$ cat config.mk
export PLATFORM = sky130hd
export DESIGN_NAME = lin_wake_ctrl
export DESIGN_NICKNAME = d
export VERILOG_FILES = /design/src/lin_wake_pkg.sv /design/src/lin_wake_if.sv /design/src/lin_wake_filter.sv /design/src/lin_wake_ctrl.sv
export SDC_FILE = /design/constraint.sdc
export NUM_CORES = 1
export LEC_CHECK = 0
export BUFFER_PORTS_ARGS = -buffer_cell sky130_fd_sc_hd__buf_2
export CAP_MARGIN = 15
export CORE_MARGIN = 2
export CORE_UTILIZATION = 30
export CTS_CLUSTER_SIZE = 28
export DETAILED_ROUTE_END_ITERATION = 8
export HOLD_SLACK_MARGIN = 0.1
export PLACE_DENSITY_LB_ADDON = 0.15
export SETUP_SLACK_MARGIN = 0.4
export SLEW_MARGIN = 20
export SYNTH_ARGS = -nofsm -noshare
export SYNTH_HDL_FRONTEND = slang
export SYNTH_HIERARCHICAL = 1
export SYNTH_SLANG_ARGS = --single-unit
$ cat constraint.sdc
create_clock -name mclk -period 4.3 [get_ports mclk]
set_input_delay 0.215 -clock mclk [delete_from_list [all_inputs] [get_ports mclk]]
set_output_delay 0.215 -clock mclk [all_outputs]
set_load 0.005 [all_outputs]
$ cat src/lin_wake_pkg.sv
/*
  Constants and mode types for the transceiver wake-up and mode control.
  Assumes a single 10 MHz clock, mclk, and a synchronous active-high reset.
*/
// Behaviour
// [RULE1] Bus below prewake threshold: receiver, termination on.
// [RULE2] Remote wake: fall, dominant filter time, rise.
// [RULE3] Remote wake: fail-safe, inhibit on, termination on.
// [RULE4] Pending remote wake drives receive output low.
// [RULE5] Local wake: wake falls, low for filter time.
// [RULE6] Local wake: receive low, strong transmit pull-down.
// [RULE7] Low enable sleeps even with wake held low.
// [RULE8] New local wake needs wake high over 6us.
// [RULE9] Fail-safe transmit pin: weak remote, strong local.
// [RULE10] Host pull-up reads high remote, low local.
// [RULE11] Enable high clears both wake indications immediately.
// [RULE12] Open enable reads low, forcing sleep.
// [RULE13] Open transmit input reads static low.
// [RULE14] Overtemperature disables driver until hysteresis passes.
// [RULE15] Enable high in fail-safe enters normal mode.
// [RULE16] Enable falling with transmit high enters sleep.
// [RULE17] Power-up above undervoltage enters fail-safe, inhibit on.
// [RULE18] Released before filter time: wake abandoned.
// [RULE19] Filter timers internal, durations configurable constants.
package lin_wake_pkg;

  localparam int unsigned CLK_HZ         = 10_000_000;
  localparam int unsigned BUS_FILTER_NS  = 90_000;
  localparam int unsigned WAKE_FILTER_NS = 35_000;
  localparam int unsigned WAKE_HIGH_NS   = 6_000;
  localparam int unsigned NS_PER_CYCLE   = 1_000_000_000 / CLK_HZ;
  localparam int unsigned BUS_FILTER_CYC  = (BUS_FILTER_NS + NS_PER_CYCLE - 1) / NS_PER_CYCLE;
  localparam int unsigned WAKE_FILTER_CYC = (WAKE_FILTER_NS + NS_PER_CYCLE - 1) / NS_PER_CYCLE;
  localparam int unsigned WAKE_HIGH_CYC   = WAKE_HIGH_NS / NS_PER_CYCLE + 1;
  localparam int unsigned CNT_W           = 10;

  typedef enum logic [1:0] {
    SRC_NONE,
    SRC_REMOTE,
    SRC_LOCAL
  } wake_src_type;

  typedef enum {
    MODE_UNPOWERED,
    MODE_SLEEP,
    MODE_FAILSAFE,
    MODE_NORMAL
  } mode_type;

endpackage

$ cat src/lin_wake_if.sv
/*
  Carries the qualified wake pulses from the filter to the mode control.
  Assumes both ends run on mclk.
*/
interface lin_wake_if;
  logic remote_wake;
  logic local_wake;
  logic asleep;
  modport filter (output remote_wake, output local_wake, input asleep);
  modport control (input remote_wake, input local_wake, output asleep);
endinterface

$ cat src/lin_wake_filter.sv
/*
  Filters the bus and wake-pin levels into one-cycle wake pulses.
  Assumes inputs are already synchronised to mclk.
*/
module lin_wake_filter
(
  // Clock and reset.
  input  wire logic   mclk,
  input  wire logic   sys_rst,
  // Synchronised levels.
  input  wire logic   bus_dominant,
  input  wire logic   wake_low,
  // Pulses to the mode control.
  lin_wake_if.filter  wk
);

  logic [lin_wake_pkg::CNT_W-1:0] bus_cnt;
  logic [lin_wake_pkg::CNT_W-1:0] next_bus_cnt;
  logic                           bus_ok;
  logic                           next_bus_ok;
  logic [lin_wake_pkg::CNT_W-1:0] wake_cnt;
  logic [lin_wake_pkg::CNT_W-1:0] next_wake_cnt;
  logic [lin_wake_pkg::CNT_W-1:0] high_cnt;
  logic [lin_wake_pkg::CNT_W-1:0] next_high_cnt;
  logic                           armed;
  logic                           next_armed;
  logic                           remote;
  logic                           next_remote;
  logic                           local_p;
  logic                           next_local_p;

  // Filter times come from the clock, standing in for the internal oscillator.
  always_comb
  begin
    next_bus_cnt  = '0;
    next_bus_ok   = bus_ok;
    next_remote   = 1'b0;
    next_wake_cnt = '0;
    next_high_cnt = high_cnt;
    next_armed    = armed;
    next_local_p  = 1'b0;
    if (!wk.asleep)
    begin
      next_bus_ok = 1'b0;
    end
    else if (bus_dominant)
    begin
      if (bus_cnt < lin_wake_pkg::CNT_W'(lin_wake_pkg::BUS_FILTER_CYC))
      begin
        next_bus_cnt = bus_cnt + 1'b1; // [RULE19]
      end
      else
      begin
        next_bus_cnt = bus_cnt;
        next_bus_ok  = 1'b1; // [RULE2]
      end
    end
    else
    begin
      next_remote = bus_ok; // [RULE2]
      next_bus_ok = 1'b0; // [RULE18]
    end
    if (!wake_low)
    begin
      if (high_cnt < lin_wake_pkg::CNT_W'(lin_wake_pkg::WAKE_HIGH_CYC))
      begin
        next_high_cnt = high_cnt + 1'b1;
      end
      else
      begin
        next_armed = 1'b1; // [RULE8]
      end
    end
    else
    begin
      next_high_cnt = '0;
      if (armed && wk.asleep)
      begin
        if (wake_cnt < lin_wake_pkg::CNT_W'(lin_wake_pkg::WAKE_FILTER_CYC - 1))
        begin
          next_wake_cnt = wake_cnt + 1'b1;
        end
        else
        begin
          next_local_p = 1'b1; // [RULE5]
          next_armed   = 1'b0; // [RULE8]
        end
      end
      // A fall seen while awake is spent, so a sleep with the pin held low cannot wake locally.
      if (!wk.asleep)
      begin
        next_armed = 1'b0; // [RULE7]
      end
    end
  end

  always_ff @(posedge mclk)
  begin
    if (sys_rst)
    begin
      bus_cnt  <= '0;
      bus_ok   <= 1'b0;
      remote   <= 1'b0;
      wake_cnt <= '0;
      high_cnt <= '0;
      armed    <= 1'b0;
      local_p  <= 1'b0;
    end
    else
    begin
      bus_cnt  <= next_bus_cnt;
      bus_ok   <= next_bus_ok;
      remote   <= next_remote;
      wake_cnt <= next_wake_cnt;
      high_cnt <= next_high_cnt;
      armed    <= next_armed;
      local_p  <= next_local_p;
    end
  end

  assign wk.remote_wake = remote;
  assign wk.local_wake  = local_p;

  a_local_needs_armed: assert property (@(posedge mclk) disable iff (sys_rst)
    local_p |-> $past(wake_low, 1) && !armed) // [RULE8]
    else $error("local wake without rearm");

  a_remote_after_low: assert property (@(posedge mclk) disable iff (sys_rst)
    remote |-> $past(!bus_dominant, 1) && $past(bus_ok, 1)) // [RULE2]
    else $error("remote wake without qualified dominant");

endmodule

$ cat src/lin_wake_ctrl.sv
/*
  Mode control of the transceiver: sleep, fail-safe and normal modes, wake
  indication on the receive and transmit pins, inhibit and driver enable.
  Assumes pin levels arrive asynchronously and a supply-good level from an
  undervoltage comparator; pin pull-ups and pull-downs are modelled by the
  open-drain enables.
*/
module lin_wake_ctrl
(
  // Clock and reset.
  input  wire logic  mclk,
  input  wire logic  sys_rst,
  // Analog comparator levels.
  input  wire logic  supply_ok,
  input  wire logic  prewake_threshold,
  input  wire logic  dominant_level,
  input  wire logic  overtemp,
  input  wire logic  overtemp_clear,
  // Host pins.
  input  wire logic  en_pin,
  input  wire logic  en_open,
  input  wire logic  txd_in,
  input  wire logic  txd_open,
  input  wire logic  wake_pin,
  output logic       rxd_out,
  output logic       rxd_oe,
  output logic       txd_out,
  output logic       txd_oe,
  output logic       txd_strong,
  // Bus and supply side.
  output logic       bus_drive_low,
  output logic       receiver_on,
  output logic       termination_on,
  output logic       regulator_inhibit_out
);

  logic [1:0]                 en_s;
  logic [1:0]                 txd_s;
  logic [1:0]                 wake_s;
  logic [1:0]                 dom_s;
  logic [1:0]                 pre_s;
  logic [1:0]                 sup_s;
  logic [1:0]                 ot_s;
  logic [1:0]                 otc_s;
  logic                       txd_q;
  lin_wake_pkg::mode_type     mode;
  lin_wake_pkg::mode_type     next_mode;
  lin_wake_pkg::wake_src_type src;
  lin_wake_pkg::wake_src_type next_src;
  logic                       en_prev;
  logic                       drv_off;
  logic                       next_drv_off;
  logic                       en_eff;
  logic                       txd_eff;
  logic                       rx_low;
  logic                       tx_low;
  logic                       next_rx_low;
  logic                       next_tx_low;

  lin_wake_if wk ();

  // Every pin passes two flops before any logic looks at it.
  always_ff @(posedge mclk)
  begin
    if (sys_rst)
    begin
      en_s   <= 2'h0;
      txd_s  <= 2'h0;
      wake_s <= 2'h3;
      dom_s  <= 2'h0;
      pre_s  <= 2'h0;
      sup_s  <= 2'h0;
      ot_s   <= 2'h0;
      otc_s  <= 2'h0;
    end
    else
    begin
      en_s   <= {en_s[0], en_pin & ~en_open}; // [RULE12]
      txd_s  <= {txd_s[0], txd_in & ~txd_open}; // [RULE13]
      wake_s <= {wake_s[0], wake_pin};
      dom_s  <= {dom_s[0], dominant_level};
      pre_s  <= {pre_s[0], prewake_threshold};
      sup_s  <= {sup_s[0], supply_ok};
      ot_s   <= {ot_s[0], overtemp};
      otc_s  <= {otc_s[0], overtemp_clear};
    end
  end

  assign en_eff  = en_s[1];
  assign txd_eff = txd_s[1];

  lin_wake_filter u_filter
  (
    .mclk         (mclk),
    .sys_rst      (sys_rst),
    .bus_dominant (dom_s[1]),
    .wake_low     (~wake_s[1]),
    .wk           (wk.filter)
  );

  assign wk.asleep = (mode == lin_wake_pkg::MODE_SLEEP);

  always_comb
  begin
    next_mode    = mode;
    next_src     = src;
    next_rx_low  = rx_low;
    next_tx_low  = tx_low;
    next_drv_off = drv_off;
    if (ot_s[1])
    begin
      next_drv_off = 1'b1; // [RULE14]
    end
    else if (otc_s[1])
    begin
      next_drv_off = 1'b0; // [RULE14]
    end
    unique case (mode)
      lin_wake_pkg::MODE_UNPOWERED:
      begin
        if (sup_s[1])
        begin
          next_mode = lin_wake_pkg::MODE_FAILSAFE; // [RULE17]
        end
      end
      lin_wake_pkg::MODE_SLEEP:
      begin
        // A sleep entered with wake held low gets no local wake until wake rearms.
        if (wk.local_wake)
        begin
          next_mode   = lin_wake_pkg::MODE_FAILSAFE; // [RULE5]
          next_src    = lin_wake_pkg::SRC_LOCAL;
          next_rx_low = 1'b1; // [RULE6]
          next_tx_low = 1'b1; // [RULE6]
        end
        else if (wk.remote_wake)
        begin
          next_mode   = lin_wake_pkg::MODE_FAILSAFE; // [RULE3]
          next_src    = lin_wake_pkg::SRC_REMOTE;
          next_rx_low = 1'b1; // [RULE4]
        end
      end
      lin_wake_pkg::MODE_FAILSAFE:
      begin
        if (en_eff)
        begin
          next_mode   = lin_wake_pkg::MODE_NORMAL; // [RULE15]
          next_src    = lin_wake_pkg::SRC_NONE; // [RULE11]
          next_rx_low = 1'b0; // [RULE11]
          next_tx_low = 1'b0; // [RULE11]
        end
      end
      lin_wake_pkg::MODE_NORMAL:
      begin
        if (en_prev && !en_eff && txd_eff)
        begin
          next_mode = lin_wake_pkg::MODE_SLEEP; // [RULE16]
        end
        else if (en_prev && !en_eff)
        begin
          next_mode = lin_wake_pkg::MODE_SLEEP; // [RULE7]
        end
      end
    endcase
    if (!sup_s[1])
    begin
      next_mode   = lin_wake_pkg::MODE_UNPOWERED;
      next_src    = lin_wake_pkg::SRC_NONE;
      next_rx_low = 1'b0;
      next_tx_low = 1'b0;
    end
  end

  always_ff @(posedge mclk)
  begin
    if (sys_rst)
    begin
      mode    <= lin_wake_pkg::MODE_UNPOWERED;
      src     <= lin_wake_pkg::SRC_NONE;
      rx_low  <= 1'b0;
      tx_low  <= 1'b0;
      en_prev <= 1'b0;
      drv_off <= 1'b0;
      txd_q   <= 1'b0;
    end
    else
    begin
      mode    <= next_mode;
      src     <= next_src;
      rx_low  <= next_rx_low;
      tx_low  <= next_tx_low;
      en_prev <= en_eff;
      drv_off <= next_drv_off;
      txd_q   <= txd_eff;
    end
  end

  // Open-drain receive output: low for a wake request or a dominant bus.
  always_comb
  begin
    rxd_out = 1'b0;
    rxd_oe  = 1'b0;
    if (mode == lin_wake_pkg::MODE_NORMAL)
    begin
      rxd_oe = dom_s[1];
    end
    else if (mode == lin_wake_pkg::MODE_FAILSAFE)
    begin
      rxd_oe = rx_low; // [RULE4]
    end
  end

  // Wake source on the transmit pin; the host reads it with its own pull-up.
  assign txd_out    = 1'b0;
  assign txd_oe     = (mode == lin_wake_pkg::MODE_FAILSAFE) && (src != lin_wake_pkg::SRC_NONE); // [RULE9]
  assign txd_strong = tx_low; // [RULE9]

  assign bus_drive_low  = (mode == lin_wake_pkg::MODE_NORMAL) && !txd_q && !drv_off; // [RULE14]
  assign receiver_on    = (mode != lin_wake_pkg::MODE_UNPOWERED) && (!wk.asleep || pre_s[1]); // [RULE1]
  assign termination_on = receiver_on; // [RULE1]
  assign regulator_inhibit_out = (mode == lin_wake_pkg::MODE_FAILSAFE) || (mode == lin_wake_pkg::MODE_NORMAL); // [RULE3]

  a_clear_on_enable: assert property (@(posedge mclk) disable iff (sys_rst)
    (mode == lin_wake_pkg::MODE_FAILSAFE && en_eff && sup_s[1]) |=> !rx_low && !tx_low) // [RULE11]
    else $error("wake flags not cleared by enable");

  a_wake_sets_inhibit: assert property (@(posedge mclk) disable iff (sys_rst)
    (wk.asleep && (wk.local_wake || wk.remote_wake) && sup_s[1]) |=> regulator_inhibit_out && rxd_oe) // [RULE3]
    else $error("wake did not raise inhibit and flag");

  a_local_strong: assert property (@(posedge mclk) disable iff (sys_rst)
    (wk.asleep && wk.local_wake && sup_s[1]) |=> txd_oe && txd_strong) // [RULE6]
    else $error("local wake lacks strong pull-down");

  a_sleep_no_inhibit: assert property (@(posedge mclk) disable iff (sys_rst)
    wk.asleep |-> !regulator_inhibit_out && !bus_drive_low) // [RULE16]
    else $error("inhibit on while asleep");

  a_sleep_on_fall: assert property (@(posedge mclk) disable iff (sys_rst)
    (mode == lin_wake_pkg::MODE_NORMAL && en_prev && !en_eff && txd_eff && sup_s[1]) |=> wk.asleep) // [RULE16]
    else $error("enable fall did not enter sleep");

  a_overtemp_off: assert property (@(posedge mclk) disable iff (sys_rst)
    $past(ot_s[1], 1) |-> !bus_drive_low) // [RULE14]
    else $error("driver on during overtemperature");

  a_powerup_failsafe: assert property (@(posedge mclk) disable iff (sys_rst)
    (mode == lin_wake_pkg::MODE_UNPOWERED && sup_s[1]) |=> regulator_inhibit_out) // [RULE17]
    else $error("power-up did not reach fail-safe");

endmodule

==> metrics.md <==
| Metric | Value |
|---|---|
| Buf+Inv Stages, Crit Path | 0 |
| Highest-count cells in the layout ignoring fill and taps | 59 x dfxtp_1, 26 x nor2_1, 18 x buf_2, 16 x nor2b_1 |
| Largest net degree at the start of global routing | 26 |
| Root Buffer | clkbuf_8 |
| Period utilization | 0.4214 |
| Starting Density | 0.3066 |
| Core footprint | 7647 um^2 |
| Unique masters post-synth | between 50 and 60 |
| Count of placed standard cells including taps | 347 |
| Total routed wirelength | roughly 3800 um |
| Hold WC Path Type | input port to flip-flop |
| Vias in the first global route | roughly 1.5k |
| Setup crit start kind | flip-flop |
| Hold Vio Cnt, Final | 0 |
| Seq cells post-synth | 59 |
| Count of input and output buffers | 18 |
| I/O pin count | 21 |
| Nets@finish | 281 |
| Fmax | approximately 550 MHz |
| Final setup fails | 0 |
| Area Overhead vs Synth | 18.94% |
| Number of clock sinks | 59 |
| Max Cap Viol | 0 |
| Clk Latency, worst-skew pair | around 0.33 ns |
| DRC | 0 |
| Post-cts sizing count | 0 |
| Chip Height | 92.41 um |
| Max FO, Critical Path | 11 |
| Post-route ant nets | 0 |
| Post-Synthesis Cells | 237 |
| First-pass GRT wire length | 6913 um |
| CTS tree | built |
| Fin Setup TNS | 0 ns |
| Slowest-stage cell, CP | dfxtp_1 |
| Mapped Avg Cell Area | 9.893 um^2 |
| Antenna diode count | 0 |
| Cell family with most CP delay | simple AND/OR/NAND/NOR gates |
| GP Congestion | 0.7113 |
| Leak | 0.001051 uW |
| Fill cells | 798 |
| DR WL/cell | about 10 um |
| Max IR drop VDD | roughly 0.00021 V |
| Via density | 4.213 |
| Delay of the slowest critical-path stage | between 0.5 and 0.6 ns |
| Largest buffer count on any clock path | 2 |
| Full die area | 8539 um^2 |
| Most common cell after layout, fill and taps aside | dfxtp_1 |
| Clock-pin slew on the worst setup and hold paths | 0.07 ns |
| RSZ-0062 raised after global routing | no |
| Largest regs | u_filter/bus_cnt: 10 flops, u_filter/high_cnt: 10 flops, u_filter/wake_cnt: 10 flops |
| Seq/Total Area, Yosys | 0.5037 |
| Syn. warnings | 6 |
| Crit path required time | 4.58 ns |
| Primary FF master, synth | dfxtp_1 |
| Worst Path Arrival | approximately 2.1 ns |
| Final-report max-slew violation count | 0 |
| Crit Path Class | flip-flop to flip-flop |
| Pwr/cell area | 414.3 nW/um^2 |
| Total CTS buffers | 9 |
| Rows | 32 |
| Synth async-reset ratio | 0 |
| CTS H-tree lvls | 3 |
| Clock Skews | 0.008207 ns |
| Initial antenna violation count | 0 |
| CP Cell Sequence | and2b_1 > nor2b_1 > nand2_1 > o21ba_2 |
| Die width | between 90 and 100 um |
| Worst setup EP type | flip-flop |
| Placed wire-length estimate | 2404 um |
| Vias post-DR | 1563 |
| Status | complete, no violations |
| Number of DRC markers in iteration 0 | 57 |
| Non-filler cells, final | between 300 and 400 |
| EDFF count, synth | 0 |
| Cell area after synthesis | approximately 2300 um^2 |
| First-pass DRT Iterations | 4 |
| GR Util All Layers | 0.1033 |
| Share of cells above drive strength 1 | 0.1710 |
| Period minus WS final | 1.812 ns |
| Grt total ovfl | 0 |
[final timing paths]
path / slack, ns / from / end / cells after the start
setup / recovery: 2.49 / mode[0]$_SDFFE_PP0P_ / u_filter/bus_cnt[9]$_SDFFE_PP0N_ / 4
hold / removal: 0.13 / txd_in / txd_s[0]$_SDFF_PP0_ / 2
setup reg to reg: 2.49 / mode[0]$_SDFFE_PP0P_ / u_filter/bus_cnt[9]$_SDFFE_PP0N_ / 4
hold reg to reg: 0.41 / wake_s[0]$_SDFF_PP1_ / wake_s[1]$_SDFF_PP1_ / 1
[cell type report]
cell class	count	area, um^2	area share
inverters	10	40.04	0.01436
clock inverters	7	102.6	0.03679
well taps	102	127.6	0.04576
multi-input cells	158	1044	0.3742
clock buffers	9	123.9	0.04441
flip-flops and latches	59	1181	0.4235
repair buffers	26	170.2	0.06101
[stage by stage]
| step | hold slack (ns) | total power (uW) | setup WS, ns | util | cell area [um^2] |
|---|---|---|---|---|---|
| 2_1_floorplan | 0.2841 | 596.4 | 2.858 | - | 2349 |
| 3_3_place_gp | 0.3767 | 603.6 | 2.565 | 0.3246 | 2482 |
| 3_5_place_dp | 0.3799 | 603.9 | 2.496 | 0.3246 | 2482 |
| 4_1_cts | 0.1060 | 1178 | 2.461 | 0.3647 | 2789 |
| 5_1_grt | 0.1046 | 1210 | 2.230 | 0.3647 | 2789 |
| 6_report | 0.1299 | 1155 | 2.488 | 0.3647 | 2789 |
[Yosys cell counts (2+ instances only)]
cell type	count	area (um^2)
dfxtp_1	59	1181
nor2_1	26	97.59
nor2b_1	16	100.1
a21oi_1	11	55.05
nand2_1	11	41.29
inv_1	9	33.78
nand3_1	9	45.04
xnor2_1	8	70.07
xor2_1	7	61.31
ha_1	5	62.56
and3_1	4	25.02
buf_6	4	45.04
mux2i_1	4	40.04
nand4_1	4	25.02
and2_1	3	18.77
buf_4	3	22.52
clkbuf_1	3	11.26
nor3_1	3	15.01
nor3b_1	3	22.52
o211ai_1	3	22.52
o21ai_0	3	15.01
or3_1	3	18.77
a31o_1	2	17.52
conb_1	2	7.510
nor3b_2	2	25.02
o31ai_1	2	15.01
or2_2	2	12.51
[timing repair]
action                    CTS  global route
buffers inserted            0             0
hold endpoints to repair    8             0
hold buffers                8             0
[routing by layer]
layer / share of wire / GRT usage / wire, um / up-vias
li1: - / - / - / 846
met5: 0 / 0 / 0 / -
met2: 0.44 / 0.1618 / 1673 / 20
met1: 0.50 / 0.1190 / 1876 / 691
met3: 0.041 / 0.05370 / 156 / 6
met4: 0.018 / 0.04104 / 69 / 0
[cell families after synthesis]
group                    Yosys count  synth area share
flip-flops                        59            0.5037
AO/OA/AOI/OAI                     34            0.1041
buffers and inverters             21           0.05282
AND/OR/NAND/NOR                   97            0.2364
XOR/XNOR                          15           0.05603
adder cells (fa/ha/maj)            5           0.02668
other                              2          0.003203
multiplexers                       4           0.01708
[where the power goes]
group	switching, uW	total (uW)	leakage (uW)	internal, uW
clock	229	559	0.000110	330
combinational	15.6	34.6	0.000462	19.0
sequential	5.27	562	0.000479	557
total	250	1160	0.00105	905
(Power assumes the default switching activity.)
